==> config.mk <==
export PLATFORM = sky130hd
export DESIGN_NAME = cod_decode
export DESIGN_NICKNAME = d
export VERILOG_FILES = /design/src/cod_pkg.sv /design/src/cod_decode.sv /design/src/cod_cond_eval.sv /design/src/cod_bus_ctrl.sv
export SDC_FILE = /design/constraint.sdc
export NUM_CORES = 1
export LEC_CHECK = 0
export ABC_AREA = 1
export BUFFER_PORTS_ARGS = -buffer_cell sky130_fd_sc_hd__buf_2
export CAP_MARGIN = 20
export CORE_MARGIN = 1
export CORE_UTILIZATION = 53
export DETAILED_ROUTE_END_ITERATION = 8
export HOLD_SLACK_MARGIN = 0.12
export PLACE_DENSITY = 0.86
export SLEW_MARGIN = 25
export SYNTH_ARGS = -nofsm -noshare
export SYNTH_HDL_FRONTEND = slang
export SYNTH_SLANG_ARGS = --single-unit
==> constraint.sdc <==
create_clock -name clock -period 3.5 [get_ports clock]
set_clock_uncertainty 0.2 [all_clocks]
set_input_delay 0.525 -clock clock [delete_from_list [all_inputs] [get_ports clock]]
set_output_delay 0.525 -clock clock [all_outputs]
set_load 0.005 [all_outputs]
==> src/cod_pkg.sv <==
// Purpose: shared types and constants for the opcode decoder
// Assumes: one 50 MHz clock, synchronous active-high reset
// Notes:   cycle counts are processor clock states, not local cycles
`default_nettype none

package cod_pkg;

    ////////////////////////////////////////////////////////////////
    // operation classes
    typedef enum logic [4:0] {
        OP_NONE         = 5'h00,
        OP_REG_COPY     = 5'h01,
        OP_PAIR_IMM     = 5'h02,
        OP_PUSH         = 5'h03,
        OP_POP          = 5'h04,
        OP_STK_HL_SWAP  = 5'h05,
        OP_HL_TO_SP     = 5'h06,
        OP_DE_HL_SWAP   = 5'h07,
        OP_PAIR_INC     = 5'h08,
        OP_PAIR_DEC     = 5'h09,
        OP_PAIR_SUM     = 5'h0a,
        OP_ALU_REG      = 5'h0b,
        OP_ALU_IMM      = 5'h0c,
        OP_ROTATE       = 5'h0d,
        OP_JUMP         = 5'h0e,
        OP_CALL         = 5'h0f,
        OP_RETURN       = 5'h10,
        OP_RESTART      = 5'h11,
        OP_HL_TO_PC     = 5'h12
    } cod_op_e;

    // register field codes
    localparam logic [2:0] REG_MEM   = 3'h6;
    localparam logic [1:0] PAIR_LAST = 2'h3;   // sp or accumulator_flags_word

    // clock-state counts
    localparam logic [4:0] CYC_4  = 5'h04;
    localparam logic [4:0] CYC_6  = 5'h06;
    localparam logic [4:0] CYC_7  = 5'h07;
    localparam logic [4:0] CYC_9  = 5'h09;
    localparam logic [4:0] CYC_10 = 5'h0a;
    localparam logic [4:0] CYC_12 = 5'h0c;
    localparam logic [4:0] CYC_16 = 5'h10;
    localparam logic [4:0] CYC_18 = 5'h12;

    // processor condition flags
    typedef struct packed {
        logic sign;
        logic zero;
        logic parity;
        logic carry;
    } cod_flags_s;

    // decoded instruction
    typedef struct packed {
        cod_op_e     op;
        logic [2:0]  dst;
        logic [2:0]  src;
        logic [1:0]  pair;
        logic        psw_sel;
        logic [2:0]  alu;
        logic [1:0]  rot;
        logic [2:0]  cond;
        logic        cond_used;
        logic        taken;
        logic        push_pc;
        logic [4:0]  cycles;
        logic [15:0] vector;
    } cod_decode_s;

endpackage : cod_pkg

`default_nettype wire

==> src/cod_decode.sv <==
// Purpose: opcode decoder with cycle counts and bus control
// Assumes: opcode and flags presented together with op_valid
// Notes:   decode result appears one clock after op_valid
`default_nettype none

module cod_decode
    import cod_pkg::*;
(
    // clock and reset
    input  wire logic        clock,
    input  wire logic        rst,
    // instruction in
    input  wire logic        op_valid,
    input  wire logic [7:0]  opcode,
    input  wire cod_flags_s  flags,
    // decode out
    output logic             dec_valid_reg,
    output cod_decode_s      dec_reg,
    // bus access request
    input  wire logic        acc_req,
    input  wire logic        acc_write,
    input  wire logic        ready,
    input  wire logic        hold_req,
    // bus pins
    output logic             rd_strobe_reg,
    output logic             wr_strobe_reg,
    output logic             bus_oe_reg,
    output logic             hold_ack_reg,
    output logic             acc_done_reg
);

    logic        cond_met;
    cod_decode_s dec_next;

    ////////////////////////////////////////////////////////////////
    // memory operand test, used by copy and accumulator forms
    function automatic logic is_mem(input logic [2:0] f);
        // code 110 is the hl memory operand
        is_mem = (f == REG_MEM);
    endfunction : is_mem

    // pick one of two counts by condition outcome
    function automatic logic [4:0] pick(input logic t,
                                        input logic [4:0] lo,
                                        input logic [4:0] hi);
        pick = t ? hi : lo;
    endfunction : pick

    // full opcode decode
    function automatic cod_decode_s decode(input logic [7:0] o,
                                           input logic       met);
        cod_decode_s d;
        d           = '0;
        d.op        = OP_NONE;
        d.dst       = o[5:3];
        d.src       = o[2:0];
        d.pair      = o[5:4];
        d.alu       = o[5:3];
        d.rot       = o[4:3];
        d.cond      = o[5:3];
        casez (o)
            // stack top swap and hl to sp
            8'b11100011: begin
                d.op     = OP_STK_HL_SWAP;
                d.cycles = CYC_16;
            end
            8'b11111001: begin
                d.op     = OP_HL_TO_SP;
                d.cycles = CYC_6;
            end
            8'b11101011: begin
                d.op     = OP_DE_HL_SWAP;
                d.cycles = CYC_4;
            end
            8'b11000011: begin
                d.op     = OP_JUMP;
                d.taken  = 1'b1;
                d.cycles = CYC_10;
            end
            8'b11001101: begin
                d.op      = OP_CALL;
                d.taken   = 1'b1;
                d.push_pc = 1'b1;
                d.cycles  = CYC_18;
            end
            8'b11001001: begin
                d.op     = OP_RETURN;
                d.taken  = 1'b1;
                d.cycles = CYC_10;
            end
            8'b11101001: begin
                d.op     = OP_HL_TO_PC;
                d.taken  = 1'b1;
                d.cycles = CYC_6;
            end
            8'b01??????: begin
                if (o != 8'h76) begin
                    d.op     = OP_REG_COPY;
                    d.cycles = (is_mem(o[5:3]) || is_mem(o[2:0])) ? CYC_7 : CYC_4;
                end
            end
            8'b00??0001: begin
                d.op     = OP_PAIR_IMM;
                d.cycles = CYC_10;
            end
            // push, code 11 is A plus flags
            8'b11??0101: begin
                d.op      = OP_PUSH;
                d.psw_sel = (o[5:4] == PAIR_LAST);
                d.cycles  = CYC_12;
            end
            8'b11??0001: begin
                d.op      = OP_POP;
                d.psw_sel = (o[5:4] == PAIR_LAST);
                d.cycles  = CYC_10;
            end
            8'b00??0011: begin
                d.op     = OP_PAIR_INC;
                d.cycles = CYC_6;
            end
            8'b00??1011: begin
                d.op     = OP_PAIR_DEC;
                d.cycles = CYC_6;
            end
            8'b00??1001: begin
                d.op     = OP_PAIR_SUM;
                d.cycles = CYC_10;
            end
            8'b10??????: begin
                d.op     = OP_ALU_REG;
                d.cycles = is_mem(o[2:0]) ? CYC_7 : CYC_4;
            end
            8'b11???110: begin
                d.op     = OP_ALU_IMM;
                d.cycles = CYC_7;
            end
            8'b000??111: begin
                d.op     = OP_ROTATE;
                d.cycles = CYC_4;
            end
            8'b11???010: begin
                d.op        = OP_JUMP;
                d.cond_used = 1'b1;
                d.taken     = met;
                d.cycles    = pick(met, CYC_7, CYC_10);
            end
            8'b11???100: begin
                d.op        = OP_CALL;
                d.cond_used = 1'b1;
                d.taken     = met;
                d.push_pc   = met;
                d.cycles    = pick(met, CYC_9, CYC_18);
            end
            8'b11???000: begin
                d.op        = OP_RETURN;
                d.cond_used = 1'b1;
                d.taken     = met;
                d.cycles    = pick(met, CYC_6, CYC_12);
            end
            8'b11???111: begin
                d.op      = OP_RESTART;
                d.taken   = 1'b1;
                d.push_pc = 1'b1;
                d.vector  = {10'h000, o[5:3], 3'h0};
                d.cycles  = CYC_12;
            end
            default: d.op = OP_NONE;
        endcase
        return d;
    endfunction : decode

    ////////////////////////////////////////////////////////////////
    // condition test on bits 5..3
    cod_cond_eval u_cond (
        .cond  (opcode[5:3]),
        .flags (flags),
        .met   (cond_met)
    );

    assign dec_next = decode(opcode, cond_met);

    // decode register, held until the next opcode
    always_ff @(posedge clock) begin
        if (rst) begin
            dec_valid_reg <= 1'b0;
            dec_reg       <= '0;
        end else begin
            dec_valid_reg <= op_valid;
            if (op_valid)
                dec_reg <= dec_next;
        end
    end

    ////////////////////////////////////////////////////////////////
    // bus strobe stretch and release
    cod_bus_ctrl u_bus (
        .clock         (clock),
        .rst           (rst),
        .acc_req       (acc_req),
        .acc_write     (acc_write),
        .ready         (ready),
        .hold_req      (hold_req),
        .rd_strobe_reg (rd_strobe_reg),
        .wr_strobe_reg (wr_strobe_reg),
        .bus_oe_reg    (bus_oe_reg),
        .hold_ack_reg  (hold_ack_reg),
        .acc_done_reg  (acc_done_reg)
    );
endmodule : cod_decode

`default_nettype wire

==> src/cod_cond_eval.sv <==
// Purpose: evaluate a three-bit condition code against the flags
// Assumes: flags are valid in the cycle the code is presented
// Notes:   purely combinational, registered by the caller
`default_nettype none

module cod_cond_eval
    import cod_pkg::*;
(
    // condition request
    input  wire logic [2:0] cond,
    input  wire cod_flags_s flags,
    // result
    output logic            met
);

    ////////////////////////////////////////////////////////////////
    // eight condition tests
    always_comb begin
        unique case (cond)
            3'h0: met = !flags.zero;
            3'h1: met = flags.zero;
            3'h2: met = !flags.carry;
            3'h3: met = flags.carry;
            3'h4: met = !flags.parity;   // parity odd
            3'h5: met = flags.parity;    // parity even
            3'h6: met = !flags.sign;     // plus
            3'h7: met = flags.sign;      // minus
        endcase
    end

endmodule : cod_cond_eval

`default_nettype wire

==> src/cod_bus_ctrl.sv <==
// Purpose: read/write strobe stretching and bus release on hold
// Assumes: requests and ready are synchronous to clock
// Notes:   requests arriving while busy or held are served at idle if kept asserted
`default_nettype none

module cod_bus_ctrl
    import cod_pkg::*;
(
    // clock and reset
    input  wire logic clock,
    input  wire logic rst,
    // access request
    input  wire logic acc_req,
    input  wire logic acc_write,
    input  wire logic ready,
    input  wire logic hold_req,
    // bus side
    output logic      rd_strobe_reg,
    output logic      wr_strobe_reg,
    output logic      bus_oe_reg,
    output logic      hold_ack_reg,
    output logic      acc_done_reg
);

    typedef enum logic [1:0] {
        BUS_IDLE   = 2'b00,
        BUS_ACCESS = 2'b01,
        BUS_HOLD   = 2'b10
    } cod_bus_e;

    cod_bus_e state_reg;

    ////////////////////////////////////////////////////////////////
    // hold wins only between accesses
    always_ff @(posedge clock) begin
        if (rst) begin
            state_reg <= BUS_IDLE;
        end else begin
            unique case (state_reg)
                BUS_IDLE: begin
                    if (hold_req)
                        state_reg <= BUS_HOLD;
                    else if (acc_req)
                        state_reg <= BUS_ACCESS;
                end
                BUS_ACCESS: begin
                    if (ready)
                        state_reg <= BUS_IDLE;
                end
                BUS_HOLD: begin
                    if (!hold_req)
                        state_reg <= BUS_IDLE;
                end
                default: state_reg <= BUS_IDLE;
            endcase
        end
    end

    always_ff @(posedge clock) begin
        if (rst) begin
            rd_strobe_reg <= 1'b0;
            wr_strobe_reg <= 1'b0;
        end else if (state_reg == BUS_IDLE && !hold_req && acc_req) begin
            rd_strobe_reg <= !acc_write;
            wr_strobe_reg <= acc_write;
        end else if (state_reg == BUS_ACCESS && ready) begin
            rd_strobe_reg <= 1'b0;
            wr_strobe_reg <= 1'b0;
        end
    end

    always_ff @(posedge clock) begin
        if (rst) begin
            bus_oe_reg   <= 1'b1;
            hold_ack_reg <= 1'b0;
        end else begin
            bus_oe_reg   <= !((state_reg == BUS_IDLE && hold_req) ||
                              (state_reg == BUS_HOLD && hold_req));
            hold_ack_reg <= (state_reg == BUS_IDLE && hold_req) ||
                            (state_reg == BUS_HOLD && hold_req);
        end
    end

    // completion pulse
    always_ff @(posedge clock) begin
        if (rst)
            acc_done_reg <= 1'b0;
        else
            acc_done_reg <= (state_reg == BUS_ACCESS) && ready;
    end

endmodule : cod_bus_ctrl

`default_nettype wire

==> metrics.txt, run 1 <==
routed vias=between 1,500 and 2,000; CTS H-Tree Depth=2; total of flip-flops plus latches after synthesis=31; Worst Path Class, Setup=in2reg; number of gates resized after CTS=0; combinational fraction of design power=about 18%; wire length per cell after detailed routing=11.9 um; share of the clock period used by the worst path=49.4%; fin. max-slew vios=0; Detailed Route Iter0 Violations=92; top area cells in the synthesized netlist=sky130_fd_sc_hd__dfxtp_1 (33%), sky130_fd_sc_hd__nand2_1 (15%), sky130_fd_sc_hd__buf_4 (10%); final critical-path setup slack=between 1500 and 2000 ps; sum of overflow across all layers after global routing=0; Reg power frac=approximately 53%; upper clock frequency limit=between 500 and 600 MHz; Async S/R FF share, synth=0%; placed instance area=~2000 sq um; Hold/Removal Path Class=in2reg; sum of negative setup slack=0 ps; run status=finished clean; pin count of the biggest net entering global routing=27; number of instances in the synthesized netlist=280; Post-synth top cells=sky130_fd_sc_hd__nand2_1 (72), sky130_fd_sc_hd__nor2_1 (34), sky130_fd_sc_hd__dfxtp_1 (31), sky130_fd_sc_hd__buf_4 (25), sky130_fd_sc_hd__nand3_1 (23); HPWL reported at the end of detailed placement=between 3000 and 4000 um; post-CTS setup buffers=0; number of global-route vias before repair=between 1,500 and 2,000; LEAKAGE=around 0.0011 uW; max reg flops=23; mapped cell area=~1900 sq um; TritonCTS clock tree=done; CP arrival=1770 ps; number of endpoints failing setup at the final stage=0; synthesis-to-finish area growth=10.1%; number of antenna violations at the first check in global routing=0; max-cap violations=0; slew at the pin closest to its max-slew limit=565 ps; number of hold-repair buffers added at the cts stage=0; number of different library cells in the post-synthesis netlist=27; total power=just over 700 uW; net total in the final layout=approximately 340; clock slew at reported path FFs=90 ps; top-area cell type share of the netlist area=roughly a third; cell area after layout=approximately 2000 sq um; internal portion of total power=507 uW; share of post-route cells with drive strength above 1=26.5%; IR drop worst, VDD=roughly 0.00028 V; required time worst endpoint=approximately 3500 ps; top flip-flop cell by instance count after synthesis=sky130_fd_sc_hd__dfxtp_1; Worst Setup End Kind=flop; Fin. Hold Viols=0; placer's final routability congestion estimate=between 0.9 and 1; number of synthesized flops with an enable pin=0; maximum fanout along the worst path=26; Final min period=about 1700 ps; Max-Slew Margin vs Limit=between 60% and 70%; number of top-level pins=71; setup repair after global routing missed its margin=false; antenna diode count=0; Power per Cell Area=between 300 and 400 nW/um^2; synthesis warning total=0; CP Launch Type=primary input; Sink Count=31; global-route wire length before repair=~6700 um; global-route usage over all layers=24.3%; antenna viol nets, final=0; minimum setup slack after placement=approximately 1400 ps; die height=between 60 and 70 um; area leader, netlist=sky130_fd_sc_hd__dfxtp_1; clock root buffer master=sky130_fd_sc_hd__clkbuf_4; part of the Yosys area used for sequential elements=between 30% and 40%; total CTS buffers=5; cell row count=21; full die area=between 3000 and 4000 sq um; switching power summed over all nets=210 uW; number of port buffers=57; horizontal extent of the die=61.3 um; average cell area after synthesis=between 6 and 7 sq um; number of iterations in the first detailed-routing pass=4; core area=3340 sq um; Post-Route WL=4400 um; drc violations=0; Sw Ratio=29.3%; clock network power share=29.6%; Clock Latency Late Sink=between 300 and 400 ps; average vias per placed instance=4.99; most used standard cell by instance count after synthesis=sky130_fd_sc_hd__nand2_1; initial core utilization=between 50% and 60%; maximum buffer depth of the clock tree=2; share of the core filled with cells=61.4%
-- routing by layer --
metal | vias to the layer above | routed length [um] | track usage, %
met5 | - | 0 | 0
met4 | 0 | 51 | 8.12
li1 | 947 | - | -
met3 | 6 | 310 | 5.67
met1 | 811 | 1940 | 31.0
met2 | 81 | 2100 | 40.4
-- worst max-delay path, cell delays in order --
cell	delay, ps
sky130_fd_sc_hd__buf_2	350
sky130_fd_sc_hd__inv_1	390
sky130_fd_sc_hd__nor2_1	240
sky130_fd_sc_hd__a21oi_1	80
sky130_fd_sc_hd__o21a_1	170
-- cells by family after synthesis --
logic type | after synthesis | synth area share (%)
AOI/OAI and AO/OA | 38 | 11.4
buffers and inverters | 56 | 18.6
DFF | 31 | 33.4
other | 1 | 0.202
and+or+nand+nor | 154 | 36.4
-- through the flow --
step / std cells / hold slack (ps)
6_report: 370 / 244
5_1_grt: 370 / 263
4_1_cts: 370 / 253
3_5_place_dp: 363 / 256
3_3_place_gp: 363 / 249
2_1_floorplan: 292 / 258
-- layout by cell type (no fill, tap or decap), drive strengths merged --
cell type / synthesis / final
a211oi: 1 / 1
a21oi: 25 / 25
a31oi: 1 / 1
and3: 1 / 1
buf: 28 / 57
clkbuf: 4 / 6
clkinv: 0 / 1
conb: 1 / 13
dfxtp: 31 / 31
inv: 24 / 24
nand2: 77 / 77
nand3: 26 / 26
nand3b: 1 / 1
nand4: 2 / 2
nor2: 40 / 40
nor3: 7 / 7
o21a: 1 / 1
o21ai: 8 / 8
o22ai: 1 / 1
o31ai: 1 / 1
-- path summary, 6_finish.rpt --
path | slack (ps) | start | endpoint | cells past startpoint
max | 1770 | op_valid | dec_reg[22] | 5
min | 240 | hold_req | u_bus.bus_oe_reg | 2
max reg2reg | 2280 | u_bus.state_reg[0] | u_bus.rd_strobe_reg | 5
min reg2reg | 270 | dec_reg[20] | dec_reg[20] | 2
-- final cells by class --
cell class              instances  area, sq um
clock buffers                   6         51.3
clock inverters                 1         5.00
fillers                       344         1290
inverters                      24         90.1
multi-input cells             205          938
flip-flops and latches         31          621
well taps                      46         57.6
repair buffers                 57          285
-- power groups by stage --
stage               clock network [uW]  registers, uW  logic, uW
floorplan                            0            386        101
finish                             212            376        129
CTS                                210            377        128
global route                       230            379        147
global placement                     0            384        126
detailed placement                   0            385        127
No activity file was read; power rests on OpenSTA's default activity.
==> run 2: changes to the inputs <==
--- a/config.mk
+++ b/config.mk
@@ -9,10 +9,10 @@
 export BUFFER_PORTS_ARGS = -buffer_cell sky130_fd_sc_hd__buf_2
 export CAP_MARGIN = 20
 export CORE_MARGIN = 1
-export CORE_UTILIZATION = 53
+export CORE_UTILIZATION = 49
 export DETAILED_ROUTE_END_ITERATION = 8
 export HOLD_SLACK_MARGIN = 0.12
-export PLACE_DENSITY = 0.86
+export PLACE_DENSITY = 0.8
 export SLEW_MARGIN = 25
 export SYNTH_ARGS = -nofsm -noshare
 export SYNTH_HDL_FRONTEND = slang
==> constraint.sdc (replaced) <==
create_clock -name clock -period 1.79 [get_ports clock]
set_clock_uncertainty 0.2 [all_clocks]
set_input_delay 0.2685 -clock clock [delete_from_list [all_inputs] [get_ports clock]]
set_output_delay 0.2685 -clock clock [all_outputs]
set_load 0.005 [all_outputs]
==> run 2 against run 1 <==
Effect of this change:
- first-iteration DRC count is 22% higher
- sequential cell count unchanged
- die area up 7.9%
- combinational power is 110% higher
- setup slack worse by 1600 ps
- wire length increased by 1.5%
- cell count is 4.6% higher
- critical path depth grew 1
- via count rose by 1.4%
- critical path type unchanged
- largest cell class unchanged
==> metrics.txt, run 2 (same netlist as run 1, synthesis figures left out) <==
share of the clock period used by the worst path=a little over 90%; worst-path cell with the longest stage delay=sky130_fd_sc_hd__dlygate4sd3_1; final cell count without fillers=just under 400; synthesis-to-finish area growth=17.9%; Worst Path Class, Setup=in2reg; last element of the critical path=dec_reg[22]; Clock Latency Late Sink=about 280 ps; initial core utilization=50.8%; wire length per cell after detailed routing=around 12 um; pin count of the biggest net entering global routing=15; buffers and inverters on the worst path=3; commonest non-fill, non-tap cell in the layout=sky130_fd_sc_hd__nand2_1; sum of negative setup slack=0 ps; global-route wire length before repair=7200 um; CP Launch Type=primary input; placer's final routability congestion estimate=around 0.94; sum of overflow across all layers after global routing=0; share of post-route cells with drive strength above 1=between 20% and 30%; critical-path cell list=dlygate4sd3_1 -> buf_2 -> inv_1 -> nor2_1 -> a21oi_1 -> o21a_1; CTS H-Tree Depth=2; Largest stage delay, worst path=slightly above 500 ps; global-route usage over all layers=22.7%; core area=between 3000 and 4000 sq um; TritonCTS clock tree=done; CP arrival=about 1600 ps; number of endpoints failing setup at the final stage=0; average vias per placed instance=between 4 and 5; Fin. Hold Viols=0; total power=1530 uW; net total in the final layout=between 300 and 400; Post-Route WL=4460 um; drc violations=0; IR drop worst, VDD=0.000487 V; cell row count=22; number of cells on the worst hold path=3; clock slew at reported path FFs=~60 ps; routed vias=between 1,500 and 2,000; cell area after layout=approximately 2200 sq um; path depth of the worst reg2reg path=5; Power per Cell Area=between 600 and 700 nW/um^2; antenna diode count=0; maximum fanout along the worst path=9; fin. max-slew vios=0; max reg flops=23; run status=finished clean; worst reg2reg path startpoint=u_bus.state_reg[0]; category of cells accounting for the largest share of critical-path delay=buffers and inverters; LEAKAGE=~0.0012 uW; number of global-route vias before repair=approximately 1,600; maximum buffer depth of the clock tree=2; max-cap violations=0; leading cell types in the layout, fill and taps excluded=sky130_fd_sc_hd__nand2_1 (72), sky130_fd_sc_hd__buf_2 (57), sky130_fd_sc_hd__nor2_1 (34); HPWL reported at the end of detailed placement=approximately 3500 um; antenna viol nets, final=0; Detailed Route Iter0 Violations=112; required time worst endpoint=1770 ps; Worst Setup End Kind=flop; # fillers=between 300 and 400; timing startpoint of the critical path=op_valid; total CTS buffers=5; upper clock frequency limit=roughly 600 MHz; depth of the critical timing path with buffers and inverters included=6; Final min period=~1600 ps; number of gates resized after CTS=0; share of the core filled with cells=between 50% and 60%; die height=roughly 64 um; number of top-level pins=71; clock root buffer master=sky130_fd_sc_hd__clkbuf_8; full die area=4050 sq um; setup repair after global routing missed its margin=false; number of iterations in the first detailed-routing pass=4; Hold/Removal Path Class=in2reg; placed cell count=around 370; worst-case register-to-register setup slack=590 ps; number of port buffers=57; Sink Count=31; number of antenna violations at the first check in global routing=0; horizontal extent of the die=roughly 64 um; placed instance area=2060 sq um; reg2reg end=u_bus.rd_strobe_reg; post-CTS setup buffers=0
run 2: cell types whose count changed in the layout (fill, tap and decap cells not counted):
cell,change
sky130_fd_sc_hd__clkbuf_8,+4
sky130_fd_sc_hd__clkbuf_1,+2
sky130_fd_sc_hd__clkbuf_4,-5
sky130_fd_sc_hd__buf_4,+9
sky130_fd_sc_hd__dlygate4sd3_1,+5
run 2: how the worst min path moves through the flow:
stage / slack (ps) / endpoint / start
6_report: 130 / dec_reg[34] / opcode[5]
5_1_grt: 140 / dec_reg[34] / opcode[5]
4_1_cts: 130 / dec_reg[35] / opcode[0]
3_5_place_dp: 250 / dec_reg[3] / dec_reg[3]
3_3_place_gp: 250 / dec_reg[5] / dec_reg[5]
2_1_floorplan: 150 / u_bus.wr_strobe_reg / rst
run 2: layout make-up:
cell class                      instances  area, sq um  area share (%)
Timing Repair Buffer                   71          403            18.4
Clock buffer                            7         76.3            3.48
Multi-Input combinational cell        205          938            42.8
Inverter                               24         90.1            4.11
Tap cell                               48         60.1            2.74
Sequential cell                        31          621            28.3
Clock inverter                          1         5.00           0.228
run 2: timing repair:
item	in CTS	in global routing
setup endpoints to repair	0	0
hold buffers	5	0
endpoints found under the hold margin	13	0
run 2: layer usage:
layer  track usage, %  part of all wire [%]  up-vias
met5                0                     0        -
met4             6.53                  0.83        0
met3             5.07                   5.3        6
met2             39.8                    48       60
met1             27.4                    46      834
li1                 -                     -      970
run 2: where the power goes:
part,switching (uW),leakage [uW],internal [uW]
clock network,247,0.0000422,272
logic,165,0.000881,107
registers,16.0,0.000254,722
total,428,0.00118,1100
run 2: through the flow:
| step | worst slack, ps | hold slack [ps] |
|---|---|---|
| after CTS | 171 | 128 |
| after floorplan | 319 | 147 |
| final | 169 | 130 |
| after detailed placement | 44.9 | 253 |
| after global placement | 26.1 | 251 |
| after global routing | 88.4 | 138 |
run 2: worst reg2reg max path: stages, from the launching register on:
cell and delay (ps):
sky130_fd_sc_hd__dfxtp_1 330, sky130_fd_sc_hd__inv_1 70, sky130_fd_sc_hd__nor3_1 170, sky130_fd_sc_hd__inv_1 90, sky130_fd_sc_hd__a31oi_1 180, sky130_fd_sc_hd__nor2_1 50
